`config.mk`:
```
export PLATFORM = sky130hd
export DESIGN_NAME = protected_register_write_gate
export DESIGN_NICKNAME = d
export VERILOG_FILES = /design/src/design/prot_gate_pkg.sv /design/src/design/protected_register_write_gate.sv
export SDC_FILE = /design/constraint.sdc
export NUM_CORES = 1
export LEC_CHECK = 0
export ABC_AREA = 1
export BUFFER_PORTS_ARGS = -buffer_cell sky130_fd_sc_hd__buf_2
export CORE_MARGIN = 2
export CORE_UTILIZATION = 40
export CTS_CLUSTER_DIAMETER = 60
export CTS_CLUSTER_SIZE = 14
export DETAILED_ROUTE_END_ITERATION = 12
export PLACE_DENSITY_LB_ADDON = 0.15
export SYNTH_ARGS = -nofsm -noshare
export SYNTH_HDL_FRONTEND = slang
export SYNTH_SLANG_ARGS = --single-unit
```
`constraint.sdc`:
```
create_clock -name mclk -period 3.2 [get_ports mclk]
set_clock_uncertainty 0.05 [all_clocks]
set_input_delay 0.32 -clock mclk [delete_from_list [all_inputs] [get_ports mclk]]
set_output_delay 0.32 -clock mclk [all_outputs]
set_load 0.05 [all_outputs]
```
`src/design/prot_gate_pkg.sv`:
```
package prot_gate_pkg;

  // ------------------------------------------------------------
  // Bus geometry
  // ------------------------------------------------------------
  localparam int ADDR_W = 8;
  localparam int DATA_W = 32;
  localparam int REG_W  = 8;

  // ------------------------------------------------------------
  // Register byte offsets
  // ------------------------------------------------------------
  localparam logic [7:0] OFF_CMD       = 8'h00;  // Protection command, write only
  localparam logic [7:0] OFF_STATUS    = 8'h04;  // System status
  localparam logic [7:0] OFF_IRQ_STAT  = 8'h08;  // Sticky event bits, write one to clear
  localparam logic [7:0] OFF_IRQ_MASK  = 8'h0c;  // Event enables
  localparam logic [7:0] OFF_BITOP     = 8'h10;  // Single-bit manipulation port
  localparam logic [7:0] OFF_SPEC_BASE = 8'h40;  // First protected register
  localparam logic [7:0] OFF_PLAIN_BASE = 8'h80; // First unprotected register

  // ------------------------------------------------------------
  // Default register counts
  // ------------------------------------------------------------
  localparam int NUM_SPECIAL = 8;
  localparam int NUM_PLAIN   = 4;

  // ------------------------------------------------------------
  // Field positions
  // ------------------------------------------------------------
  localparam int STATUS_ERR_BIT = 0;  // Protection error flag
  localparam int IRQ_ERR_BIT    = 0;  // Event: protection error raised
  localparam int IRQ_SPEC_BIT   = 1;  // Event: protected write accepted
  localparam int IRQ_W          = 2;
  localparam int BITOP_BIT_LSB  = 0;  // Bit number, 3 bits
  localparam int BITOP_OP_LSB   = 4;  // Operation, 2 bits
  localparam int BITOP_TGT_LSB  = 8;  // Target byte offset, 8 bits

  // ------------------------------------------------------------
  // Reset values
  // ------------------------------------------------------------
  localparam logic [7:0]        STATUS_RESET   = 8'h00;
  localparam logic [7:0]        REG_RESET      = 8'h00;
  localparam logic [IRQ_W-1:0]  IRQ_MASK_RESET = 2'h0;

  // ------------------------------------------------------------
  // Bit operations and bus answers
  // ------------------------------------------------------------
  typedef enum logic [1:0] {
    BIT_SET, BIT_CLEAR, BIT_INVERT, BIT_NONE
  } bitop_t;

  localparam logic [1:0] RESP_OKAY   = 2'h0;
  localparam logic [1:0] RESP_SLVERR = 2'h2;

endpackage

```
`src/design/protected_register_write_gate.sv`:
```
// Decided for this implementation: register access over AXI4-Lite and the address map.
`timescale 1ns/10ps
`default_nettype none

module protected_register_write_gate #(
  parameter int NSPEC  = prot_gate_pkg::NUM_SPECIAL,
  parameter int NPLAIN = prot_gate_pkg::NUM_PLAIN
) (
  input  wire logic                          mclk,
  input  wire logic                          reset_n,
  input  wire logic [prot_gate_pkg::ADDR_W-1:0] s_axi_awaddr,
  input  wire logic [2:0]                    s_axi_awprot,
  input  wire logic                          s_axi_awvalid,
  output logic                               s_axi_awready,
  input  wire logic [prot_gate_pkg::DATA_W-1:0] s_axi_wdata,
  input  wire logic [3:0]                    s_axi_wstrb,
  input  wire logic                          s_axi_wvalid,
  output logic                               s_axi_wready,
  output logic [1:0]                         s_axi_bresp,
  output logic                               s_axi_bvalid,
  input  wire logic                          s_axi_bready,
  input  wire logic [prot_gate_pkg::ADDR_W-1:0] s_axi_araddr,
  input  wire logic [2:0]                    s_axi_arprot,
  input  wire logic                          s_axi_arvalid,
  output logic                               s_axi_arready,
  output logic [prot_gate_pkg::DATA_W-1:0]   s_axi_rdata,
  output logic [1:0]                         s_axi_rresp,
  output logic                               s_axi_rvalid,
  input  wire logic                          s_axi_rready,
  output logic                               irq,
  output logic                               interruptHold,
  output logic                               protectionError
);
  import prot_gate_pkg::*;

  // ------------------------------------------------------------
  // State
  // ------------------------------------------------------------
  typedef struct packed {
    logic                        awHeld;
    logic [ADDR_W-1:0]           awAddr;
    logic                        wHeld;
    logic [15:0]                 wData;
    logic                        wLane0;
    logic                        bValid;
    logic [1:0]                  bResp;
    logic                        rValid;
    logic [REG_W-1:0]            rData;
    logic [1:0]                  rResp;
    logic                        armed;
    logic                        errFlag;
    logic [IRQ_W-1:0]            irqStat;
    logic [IRQ_W-1:0]            irqMask;
    logic [NSPEC-1:0][REG_W-1:0]  spec;
    logic [NPLAIN-1:0][REG_W-1:0] plain;
  } state_t;

  state_t s_reg;
  state_t s_next;

  // Decoded target of a register access
  typedef struct packed {
    logic       mapped;
    logic       isCmd;
    logic       isStatus;
    logic       isIrqStat;
    logic       isIrqMask;
    logic       isSpec;
    logic       isPlain;
    logic [7:0] idx;
  } target_t;

  // ------------------------------------------------------------
  // Address decode and readback
  // ------------------------------------------------------------
  function automatic target_t decode(input logic [7:0] a);
    target_t t;
    t = '0;
    if (a == OFF_CMD) begin
      t.isCmd = 1'b1;
    end else if (a == OFF_STATUS) begin
      t.isStatus = 1'b1;
    end else if (a == OFF_IRQ_STAT) begin
      t.isIrqStat = 1'b1;
    end else if (a == OFF_IRQ_MASK) begin
      t.isIrqMask = 1'b1;
    end else if (a >= OFF_SPEC_BASE && a < 8'(OFF_SPEC_BASE + 4 * NSPEC) && a[1:0] == 2'h0) begin
      t.isSpec = 1'b1;
      t.idx    = 8'((a - OFF_SPEC_BASE) >> 2);
    end else if (a >= OFF_PLAIN_BASE && a < 8'(OFF_PLAIN_BASE + 4 * NPLAIN)
                 && a[1:0] == 2'h0) begin
      t.isPlain = 1'b1;
      t.idx     = 8'((a - OFF_PLAIN_BASE) >> 2);
    end
    t.mapped = t.isCmd | t.isStatus | t.isIrqStat | t.isIrqMask | t.isSpec | t.isPlain;
    return t;
  endfunction

  // Command register reads as zero; flag is the only live status bit
  function automatic logic [7:0] readBack(input state_t st, input target_t t);
    logic [7:0] v;
    v = 8'h00;
    if (t.isStatus) begin
      v[STATUS_ERR_BIT] = st.errFlag;
    end else if (t.isIrqStat) begin
      v[IRQ_W-1:0] = st.irqStat;
    end else if (t.isIrqMask) begin
      v[IRQ_W-1:0] = st.irqMask;
    end else if (t.isSpec) begin
      v = st.spec[t.idx[$clog2(NSPEC+1)-1:0]];
    end else if (t.isPlain) begin
      v = st.plain[t.idx[$clog2(NPLAIN+1)-1:0]];
    end
    return v;
  endfunction

  // ------------------------------------------------------------
  // Write target, value and classification
  // ------------------------------------------------------------
  logic       wrFire;
  logic       isBitop;
  logic [7:0] effAddr;
  target_t    wt;
  target_t    rt;
  logic [7:0] oldVal;
  logic [7:0] newVal;
  logic [2:0] bitNum;
  bitop_t     bitOp;
  logic       doWrite;
  logic       rdFire;

  // A bit operation is a read-modify-write of the target byte
  always_comb begin
    wrFire  = s_reg.awHeld && s_reg.wHeld && !s_reg.bValid;
    isBitop = (s_reg.awAddr == OFF_BITOP);
    effAddr = isBitop ? s_reg.wData[BITOP_TGT_LSB +: 8] : s_reg.awAddr;
    wt      = decode(effAddr);
    if (isBitop && wt.isCmd) begin
      wt = '0;
    end
    bitNum  = s_reg.wData[BITOP_BIT_LSB +: 3];
    bitOp   = bitop_t'(s_reg.wData[BITOP_OP_LSB +: 2]);
    oldVal  = readBack(s_reg, wt);
    newVal  = oldVal;
    if (isBitop) begin
      case (bitOp)
        BIT_SET:    newVal[bitNum] = 1'b1;
        BIT_CLEAR:  newVal[bitNum] = 1'b0;
        BIT_INVERT: newVal[bitNum] = ~oldVal[bitNum];
        default:    newVal = oldVal;
      endcase
    end else if (s_reg.wLane0) begin
      newVal = s_reg.wData[7:0];
    end
    // Upper lanes alone change nothing and leave the sequence alone, except at the bit-operation port
    doWrite = wrFire && wt.mapped && (isBitop || s_reg.wLane0);
    rt      = decode(s_axi_araddr);
    rdFire  = s_axi_arvalid && !s_reg.rValid;
  end

  // ------------------------------------------------------------
  // Next state
  // ------------------------------------------------------------
  always_comb begin
    s_next = s_reg;
    // Channel capture, one write and one read at a time
    if (s_axi_awvalid && !s_reg.awHeld) begin
      s_next.awHeld = 1'b1;
      s_next.awAddr = s_axi_awaddr;
    end
    if (s_axi_wvalid && !s_reg.wHeld) begin
      s_next.wHeld  = 1'b1;
      s_next.wData  = s_axi_wdata[15:0];
      s_next.wLane0 = s_axi_wstrb[0];
    end
    if (s_reg.bValid && s_axi_bready) begin
      s_next.bValid = 1'b0;
    end
    if (s_reg.rValid && s_axi_rready) begin
      s_next.rValid = 1'b0;
    end
    // Reads never touch the arming state
    if (rdFire) begin
      s_next.rValid = 1'b1;
      s_next.rData  = readBack(s_reg, rt);
      s_next.rResp  = rt.mapped ? RESP_OKAY : RESP_SLVERR;
    end
    if (wrFire) begin
      s_next.awHeld = 1'b0;
      s_next.wHeld  = 1'b0;
      s_next.bValid = 1'b1;
      s_next.bResp  = wt.mapped ? RESP_OKAY : RESP_SLVERR;
    end
    if (doWrite) begin
      // Any write following the command disarms, pass or fail
      s_next.armed = 1'b0;
      if (wt.isCmd) begin
        if (s_reg.armed) begin
          s_next.errFlag = 1'b1;
        end else begin
          s_next.armed = 1'b1;
        end
      end else if (wt.isSpec) begin
        if (s_reg.armed) begin
          s_next.spec[wt.idx[$clog2(NSPEC+1)-1:0]] = newVal;
        end else begin
          s_next.errFlag = 1'b1;
        end
      end else begin
        if (wt.isStatus) begin
          // Writing one cannot set the flag; zero clears it
          s_next.errFlag = s_reg.errFlag & newVal[STATUS_ERR_BIT];
        end else if (wt.isIrqMask) begin
          s_next.irqMask = newVal[IRQ_W-1:0];
        end else if (wt.isPlain) begin
          s_next.plain[wt.idx[$clog2(NPLAIN+1)-1:0]] = newVal;
        end
        // A clearing status write wins over the armed-write error
        if (s_reg.armed && !(wt.isStatus && !newVal[STATUS_ERR_BIT])) begin
          s_next.errFlag = 1'b1;
        end
      end
    end
    // Sticky events; a new event beats a same-cycle clear
    if (doWrite && wt.isIrqStat) begin
      s_next.irqStat = s_reg.irqStat & ~newVal[IRQ_W-1:0];
    end
    if (s_next.errFlag && !s_reg.errFlag) begin
      s_next.irqStat[IRQ_ERR_BIT] = 1'b1;
    end
    if (doWrite && wt.isSpec && s_reg.armed) begin
      s_next.irqStat[IRQ_SPEC_BIT] = 1'b1;
    end
  end

  // ------------------------------------------------------------
  // Registers
  // ------------------------------------------------------------
  always_ff @(posedge mclk or negedge reset_n) begin
    if (!reset_n) begin
      s_reg         <= '0;
      s_reg.errFlag <= STATUS_RESET[STATUS_ERR_BIT];
      s_reg.irqMask <= IRQ_MASK_RESET;
      s_reg.spec    <= {NSPEC{REG_RESET}};
      s_reg.plain   <= {NPLAIN{REG_RESET}};
    end else begin
      s_reg <= s_next;
    end
  end

  // ------------------------------------------------------------
  // Outputs
  // ------------------------------------------------------------
  // Ready only while the holding slot is free; this stalls the master
  assign s_axi_awready   = !s_reg.awHeld;
  assign s_axi_wready    = !s_reg.wHeld;
  assign s_axi_arready   = !s_reg.rValid;
  assign s_axi_bvalid    = s_reg.bValid;
  assign s_axi_bresp     = s_reg.bResp;
  assign s_axi_rvalid    = s_reg.rValid;
  assign s_axi_rresp     = s_reg.rResp;
  assign s_axi_rdata     = {{(DATA_W-REG_W){1'b0}}, s_reg.rData};
  assign protectionError = s_reg.errFlag;
  // Held from the command store until the next write lands
  assign interruptHold   = s_reg.armed;
  assign irq             = |(s_reg.irqStat & s_reg.irqMask);
endmodule

`default_nettype wire

```
==> results.sh, run 1 <==
export IMPL_status="complete, but fails checks"
export IMPL_violations="setup timing"
export IMPL_r2r_end="s_reg[6]"
export IMPL_max_slew_margin=0.4040
export IMPL_yosys_top_cells_area="dfrtp_1 (42%), nand2_1 (18%), nand3_1 (4.2%)"
export IMPL_dp_cells=1526
export IMPL_grt_pass1_wl_mm=42.52
export IMPL_fill_cells=1999
export IMPL_r2r_cells=27
export IMPL_layout_setup_ws_ns=-0.1470
export IMPL_min_to="s_axi_rvalid"
export IMPL_rsz0062_at_grt="yes"
export IMPL_cap_viol_max_count=0
export IMPL_hold_start="s_axi_rready"
export IMPL_synth_async_reset_ratio=1.000
export IMPL_detail_route_antenna_nets=0
export IMPL_cts_sinks=141
export IMPL_synth_seq_cells=141
export IMPL_finalSetupViolCount=74
export IMPL_clkTransAtPathRegs_ns=0.06
export IMPL_gp_congestion=0.8765
export IMPL_grt_pass1_vias=7834
export IMPL_fin_util=0.5228
export IMPL_start_util=0.4044
export IMPL_period_needed_ns=3.347
export IMPL_instances_no_fill=1585
export IMPL_dieArea_um2=22230
export IMPL_synth_edff_count=0
export IMPL_r2r_start="s_reg[135]"
export IMPL_insertion_delay_ns=0.43
export IMPL_root_buffer="clkbuf_16"
export IMPL_netlist_top_cells_count="nand2_1 (405), dfrtp_1 (141), inv_1 (87), nor2_1 (82), nand3_1 (71)"
export IMPL_ir_drop_mv=0.3580
export IMPL_slew_violations=0
export IMPL_pin_count=109
export IMPL_synth_top_area_share=0.4190
export IMPL_synthFlopType="dfrtp_1"
export IMPL_cp_start_kind="flop"
export IMPL_ys_seq_area_frac=0.4190
export IMPL_grt_max_degree=84
export IMPL_routed_wl_mm=27.65
export IMPL_r2r_slack_ns=-0.15
export IMPL_drt_iter0_drc=786
export IMPL_fmax_mhz=298.8
export IMPL_yosysUniqueCellTypes=53
export IMPL_io_buffers=57
export IMPL_rows=53
export IMPL_htreeDepth=4
export IMPL_cts_buffer_depth=2
export IMPL_cp_max_fo=6
export IMPL_netlist_instances=1150
export IMPL_cts_tree="built"
export IMPL_tightest_slew_ns=0.8919
export IMPL_area_delta_synth_final_pct=29.29
export IMPL_whs_ns=0.04085
export IMPL_worstPathRequired_ns=3.47
export IMPL_grt_usage=0.2488
export IMPL_fin_crit_sh=1.046
export IMPL_firstDrtPassIters=7
export IMPL_holdPathStages=2
export IMPL_p_leak_nw=5.293
export IMPL_core_um2=20820
export IMPL_avgSynthCellArea_um2=7.322
export IMPL_worst_hold_path_type="primary input to flop"
export IMPL_syn_area_um2=8421
export IMPL_drc=0
export IMPL_die_w_um=149.1
export IMPL_nets=1362
export IMPL_antenna_found_initial=1
export IMPL_drive_gt1_frac=0.2758
export IMPL_dpl_hpwl_mm=19.21
export IMPL_numCtsBuffers=17
export IMPL_yosysMostFrequentCell="nand2_1"
export IMPL_crit_arrival_ns=3.62
export IMPL_p_per_area_nw_per_um2=618.4
export IMPL_route_vias_total=8279
export IMPL_hold_viol=0
export IMPL_fin_total_pwr_mw=6.732
export IMPL_worstSetupEndpointType="flop"
export IMPL_viasPerCell=5.223
export IMPL_synth_top_cell_by_area="dfrtp_1"
export IMPL_largest_register_ffs=122
export IMPL_wl_per_cell_um=17.44
export IMPL_overflow=0
export IMPL_dieHeight_um=149.1
export IMPL_critPathKind="flop to flop"
export IMPL_synth_warnings=0
-- report_power, final --
group          switching [mW]  internal (mW)
Clock                   0.823           1.41
Sequential              0.147           1.97
Combinational            1.51          0.865
-- logic make-up (layout without fill, tap and decap cells) --
| logic type | Yosys count | in the layout | share of synthesized area |
|---|---|---|---|
| AOI/OAI and AO/OA | 196 | 196 | 0.1425 |
| buffers and inverters | 183 | 314 | 0.1070 |
| DFF | 141 | 141 | 0.4190 |
| muxes | 11 | 11 | 0.01471 |
| other | 1 | 27 | 0.0004453 |
| and+or+nand+nor | 618 | 621 | 0.3163 |
-- worst max path at each step --
stage                          start        end  depth (start not counted)
final                     s_reg[135]   s_reg[6]                         27
after global routing      s_reg[141]  s_reg[78]                         29
after CTS                 s_reg[137]  s_reg[44]                         28
after detailed placement  s_reg[135]  s_reg[42]                         28
after global placement    s_reg[135]  s_reg[84]                         28
after floorplan           s_reg[141]  s_reg[33]                         26
-- cell type report --
cell class,instances,area [µm²],area share
tap,275,344.1,0.03161
clock inverter,12,206.4,0.01896
clock buffer,19,442.9,0.04068
inverter,109,427.9,0.03931
sequential,141,3528,0.3241
timing repair buffer,172,1359,0.1248
antenna,1,2.502,0.0002299
timing repair inverter,2,11.26,0.001034
multi-input combinational,854,4564,0.4193
-- per-layer routing --
metal	global-route usage	vias up	wire length [µm]
li1	-	3986	-
met1	0.3326	3941	12190
met2	0.4113	296	13140
met3	0.04098	56	1542
met4	0.08286	0	783
met5	0	-	0
-- stage by stage --
| stage | setup TNS (ns) | worst slack (ns) | instance area (µm²) |
|---|---|---|---|
| floorplan | 0 | 0.2135 | 8514 |
| global placement | -13.37 | -0.1958 | 9455 |
| detailed placement | -18.66 | -0.2599 | 9455 |
| CTS | -1.998 | -0.07177 | 10510 |
| global route | -29.58 | -0.3611 | 10880 |
| finish | -5.958 | -0.1470 | 10890 |
-- timing repair --
action,CTS,global route
hold buffers,2,0
endpoints found under the hold margin,82,0
setup endpoints to repair,101,101
gates cloned,4,4
pin swaps,18,42
buffers inserted,10,8
gates resized for setup,66,77
-- worst max-delay path: stages, from the launching register on --
cell       delay [ns]
dfrtp_1          0.37
inv_2            0.08
nand2_4          0.06
nor2_4           0.17
nand2_4          0.10
nand2_2          0.07
nand2_2          0.06
nor2_4           0.18
nand3_4          0.11
a21oi_4          0.18
buf_6            0.16
nor2_4           0.08
buf_4            0.15
a22oi_2          0.15
nand3_1          0.10
nand3_2          0.11
nand2_2          0.07
nand2_4          0.09
nand3_4          0.08
nand3_2          0.10
nand2_2          0.06
nand3_4          0.13
nand2_2          0.06
nand2_2          0.08
nand2_4          0.08
clkbuf_16        0.18
nand2_1          0.05
nand2_1          0.04
-- layout by cell type (no fill, tap or decap), types with 5 or more instances in the layout --
master,instances
nand3_1,57
inv_1,84
buf_4,90
clkbuf_16,18
nand2_4,19
a21oi_1,42
nand3_2,15
mux2_2,11
nor2_2,6
nor2_4,7
bufinv_16,5
conb_1,26
o21ai_1,22
inv_2,16
buf_6,12
dfrtp_1,141
nand2_2,37
nor3_1,16
nor2_1,77
o22ai_2,6
o211ai_1,13
buf_2,56
a21oi_2,5
nand2_1,363
buf_12,8
o21ai_0,59
o22ai_1,12
No activity file was read; power rests on OpenSTA's default activity.
==> run 2: changes to the inputs <==
--- a/config.mk
+++ b/config.mk
@@ -7,12 +7,14 @@
 export LEC_CHECK = 0
 export ABC_AREA = 1
 export BUFFER_PORTS_ARGS = -buffer_cell sky130_fd_sc_hd__buf_2
+export CORE_ASPECT_RATIO = 1.75
 export CORE_MARGIN = 2
 export CORE_UTILIZATION = 40
 export CTS_CLUSTER_DIAMETER = 60
 export CTS_CLUSTER_SIZE = 14
 export DETAILED_ROUTE_END_ITERATION = 12
 export PLACE_DENSITY_LB_ADDON = 0.15
+export REMOVE_ABC_BUFFERS = 1
 export SYNTH_ARGS = -nofsm -noshare
 export SYNTH_HDL_FRONTEND = slang
 export SYNTH_SLANG_ARGS = --single-unit
==> run 2 against run 1 <==
Net effect: the run still ends with setup timing left; flip-flop and latch count is the same; combinational power grew 2%; clock power shrank 10%; via count grew 1.6%; worst setup slack lost 0.041 ns; sequential power is essentially flat; power shrank 2.8%; critical path depth grew 1.
==> results.sh, run 2 (same netlist as run 1, synthesis figures left out) <==
export IMPL_grt_pass1_vias=8390
export IMPL_ir_drop_mv=0.6618
export IMPL_diodes=0
export IMPL_htreeDepth=4
export IMPL_wl_met1_mm=10.61
export IMPL_grt_usage=0.2758
export IMPL_root_buffer="clkbuf_16"
export IMPL_start_util=0.4057
export IMPL_nets=1372
export IMPL_wl_per_cell_um=18.97
export IMPL_status="complete, but fails checks"
export IMPL_layout_common_cells="nand2_1 (377), dfrtp_1 (141), buf_4 (101)"
export IMPL_crit_path_max_incr_delay_ns=0.37
export IMPL_fin_crit_sh=1.059
export IMPL_cap_viol_max_count=0
export IMPL_wl_met3_mm=1.430
export IMPL_violations="setup timing"
export IMPL_core_um2=20760
export IMPL_finalSetupViolCount=86
export IMPL_mostFrequentLayoutCell="nand2_1"
export IMPL_drive_gt1_frac=0.2712
export IMPL_numCtsBuffers=17
export IMPL_grt_max_degree=83
export IMPL_p_per_area_nw_per_um2=606.7
export IMPL_fin_util=0.5197
export IMPL_rsz0062_at_grt="yes"
export IMPL_layout_setup_ws_ns=-0.1877
export IMPL_firstDrtPassIters=5
export IMPL_period_needed_ns=3.388
export IMPL_area_delta_synth_final_pct=28.10
export IMPL_route_vias_total=8412
export IMPL_rows=70
export IMPL_worst_hold_path_type="primary input to flop"
export IMPL_drt_iter0_drc=576
export IMPL_cp_max_fo=6
export IMPL_worstSetupEndpointType="flop"
export IMPL_grt_pass1_wl_mm=46.39
export IMPL_dpl_hpwl_mm=22.11
export IMPL_max_slew_margin=0.3802
export IMPL_drc=0
export IMPL_cts_buffer_depth=2
export IMPL_fill_cells=2073
export IMPL_viasPerCell=5.351
export IMPL_ff_latch_area_um2=3528
export IMPL_overflow=0
export IMPL_io_buffers=57
export IMPL_pin_count=109
export IMPL_clkTransAtPathRegs_ns=0.06
export IMPL_detail_route_antenna_nets=0
export IMPL_slew_violations=0
export IMPL_largest_register_ffs=122
export IMPL_post_place_ws_ns=-0.3358
export IMPL_cts_tree="built"
export IMPL_p_leak_nw=5.297
export IMPL_critPathMostFrequentCell="nand2_4"
export IMPL_fmax_mhz=295.2
export IMPL_gp_congestion=0.9311
export IMPL_insertion_delay_ns=0.44
export IMPL_crit_arrival_ns=3.71
export IMPL_dieHeight_um=195.9
export IMPL_cp_num_buf_inv=5
export IMPL_hold_viol=0
export IMPL_worstPathRequired_ns=3.53
export IMPL_cts_sinks=141
export IMPL_tightest_slew_ns=0.9275
export IMPL_dieArea_um2=22270
export IMPL_dr_max_layer_used="met4"
export IMPL_critPathKind="flop to flop"
export IMPL_path_delay_family="simple AND/OR/NAND/NOR gates"
export IMPL_routed_wl_mm=29.82
export IMPL_antenna_found_initial=0
export IMPL_cpMaxStageDelayCell="dfrtp_1"
export IMPL_multi_input_area_um2=4453
export IMPL_cp_start_kind="flop"
export IMPL_die_w_um=113.7
export IMPL_routed_wl_met2_mm=16.06
## run 2: path summary, 6_finish.rpt
kind	from	end	slack, ns	depth (start not counted)
worst max register to register	s_reg[135]	s_reg[58]	-0.19	28
max in group asynchronous	reset_n	s_reg[34]	2.04	3
worst min register to register	s_axi_rdata[2]	s_axi_rdata[2]	0.43	2
min in group asynchronous	reset_n	bitOp[0]	0.21	2
worst min-delay path	s_axi_rready	s_axi_rvalid	0.03	2
worst max-delay path	s_reg[135]	s_reg[58]	-0.19	28
## run 2: power breakdown
part	total [mW]	internal [mW]	leakage, nW	switching (mW)
sequential	2.12	1.97	1.88	0.146
clock	2.00	1.20	0.285	0.803
combinational	2.42	0.926	3.13	1.49
## run 2: stage by stage
step	std cells	cell area [µm²]	setup TNS, ns	power [mW]	hold WS, ns
after floorplan	1101	8024	-12.16	3.241	-0.02559
after global placement	1518	9564	-23.09	4.243	0.09711
after detailed placement	1518	9564	-28.07	4.264	0.09797
after CTS	1559	10420	-10.38	6.427	0.02417
after global routing	1572	10790	-29.00	6.839	0.05558
final	1572	10790	-9.916	6.545	0.03401
## run 2: area by class of cell
class	instances	share of cell area
inverter	109	0.03909
clock inverter	11	0.01079
timing repair buffer	187	0.1373
tap	252	0.02923
clock buffer	21	0.04361
multi-input combinational	851	0.4128
sequential	141	0.3271
## run 2: repair_timing
| item | in CTS | in global routing |
|---|---|---|
| hold buffers | 2 | 0 |
| setup buffers | 6 | 15 |
| cloned | 1 | 0 |
| hold endpoints to repair | 37 | 0 |
| endpoints found under the setup margin | 101 | 101 |
| pin swaps | 7 | 22 |
| resized for setup | 56 | 82 |
## run 2: worst reg2reg max path: cells and delay by family (launching register included)
kind            cells  cell delay [ns]
compound gates      3             0.44
buf+inv             5             0.59
flops               1             0.37
simple gates       20             1.90
## run 2: layer usage
metal  vias up  global-route usage
li1       3998                   -
met1      3964              0.3001
met2       346              0.5026
met3       104             0.03800
met4         0              0.1608
met5         -                   0
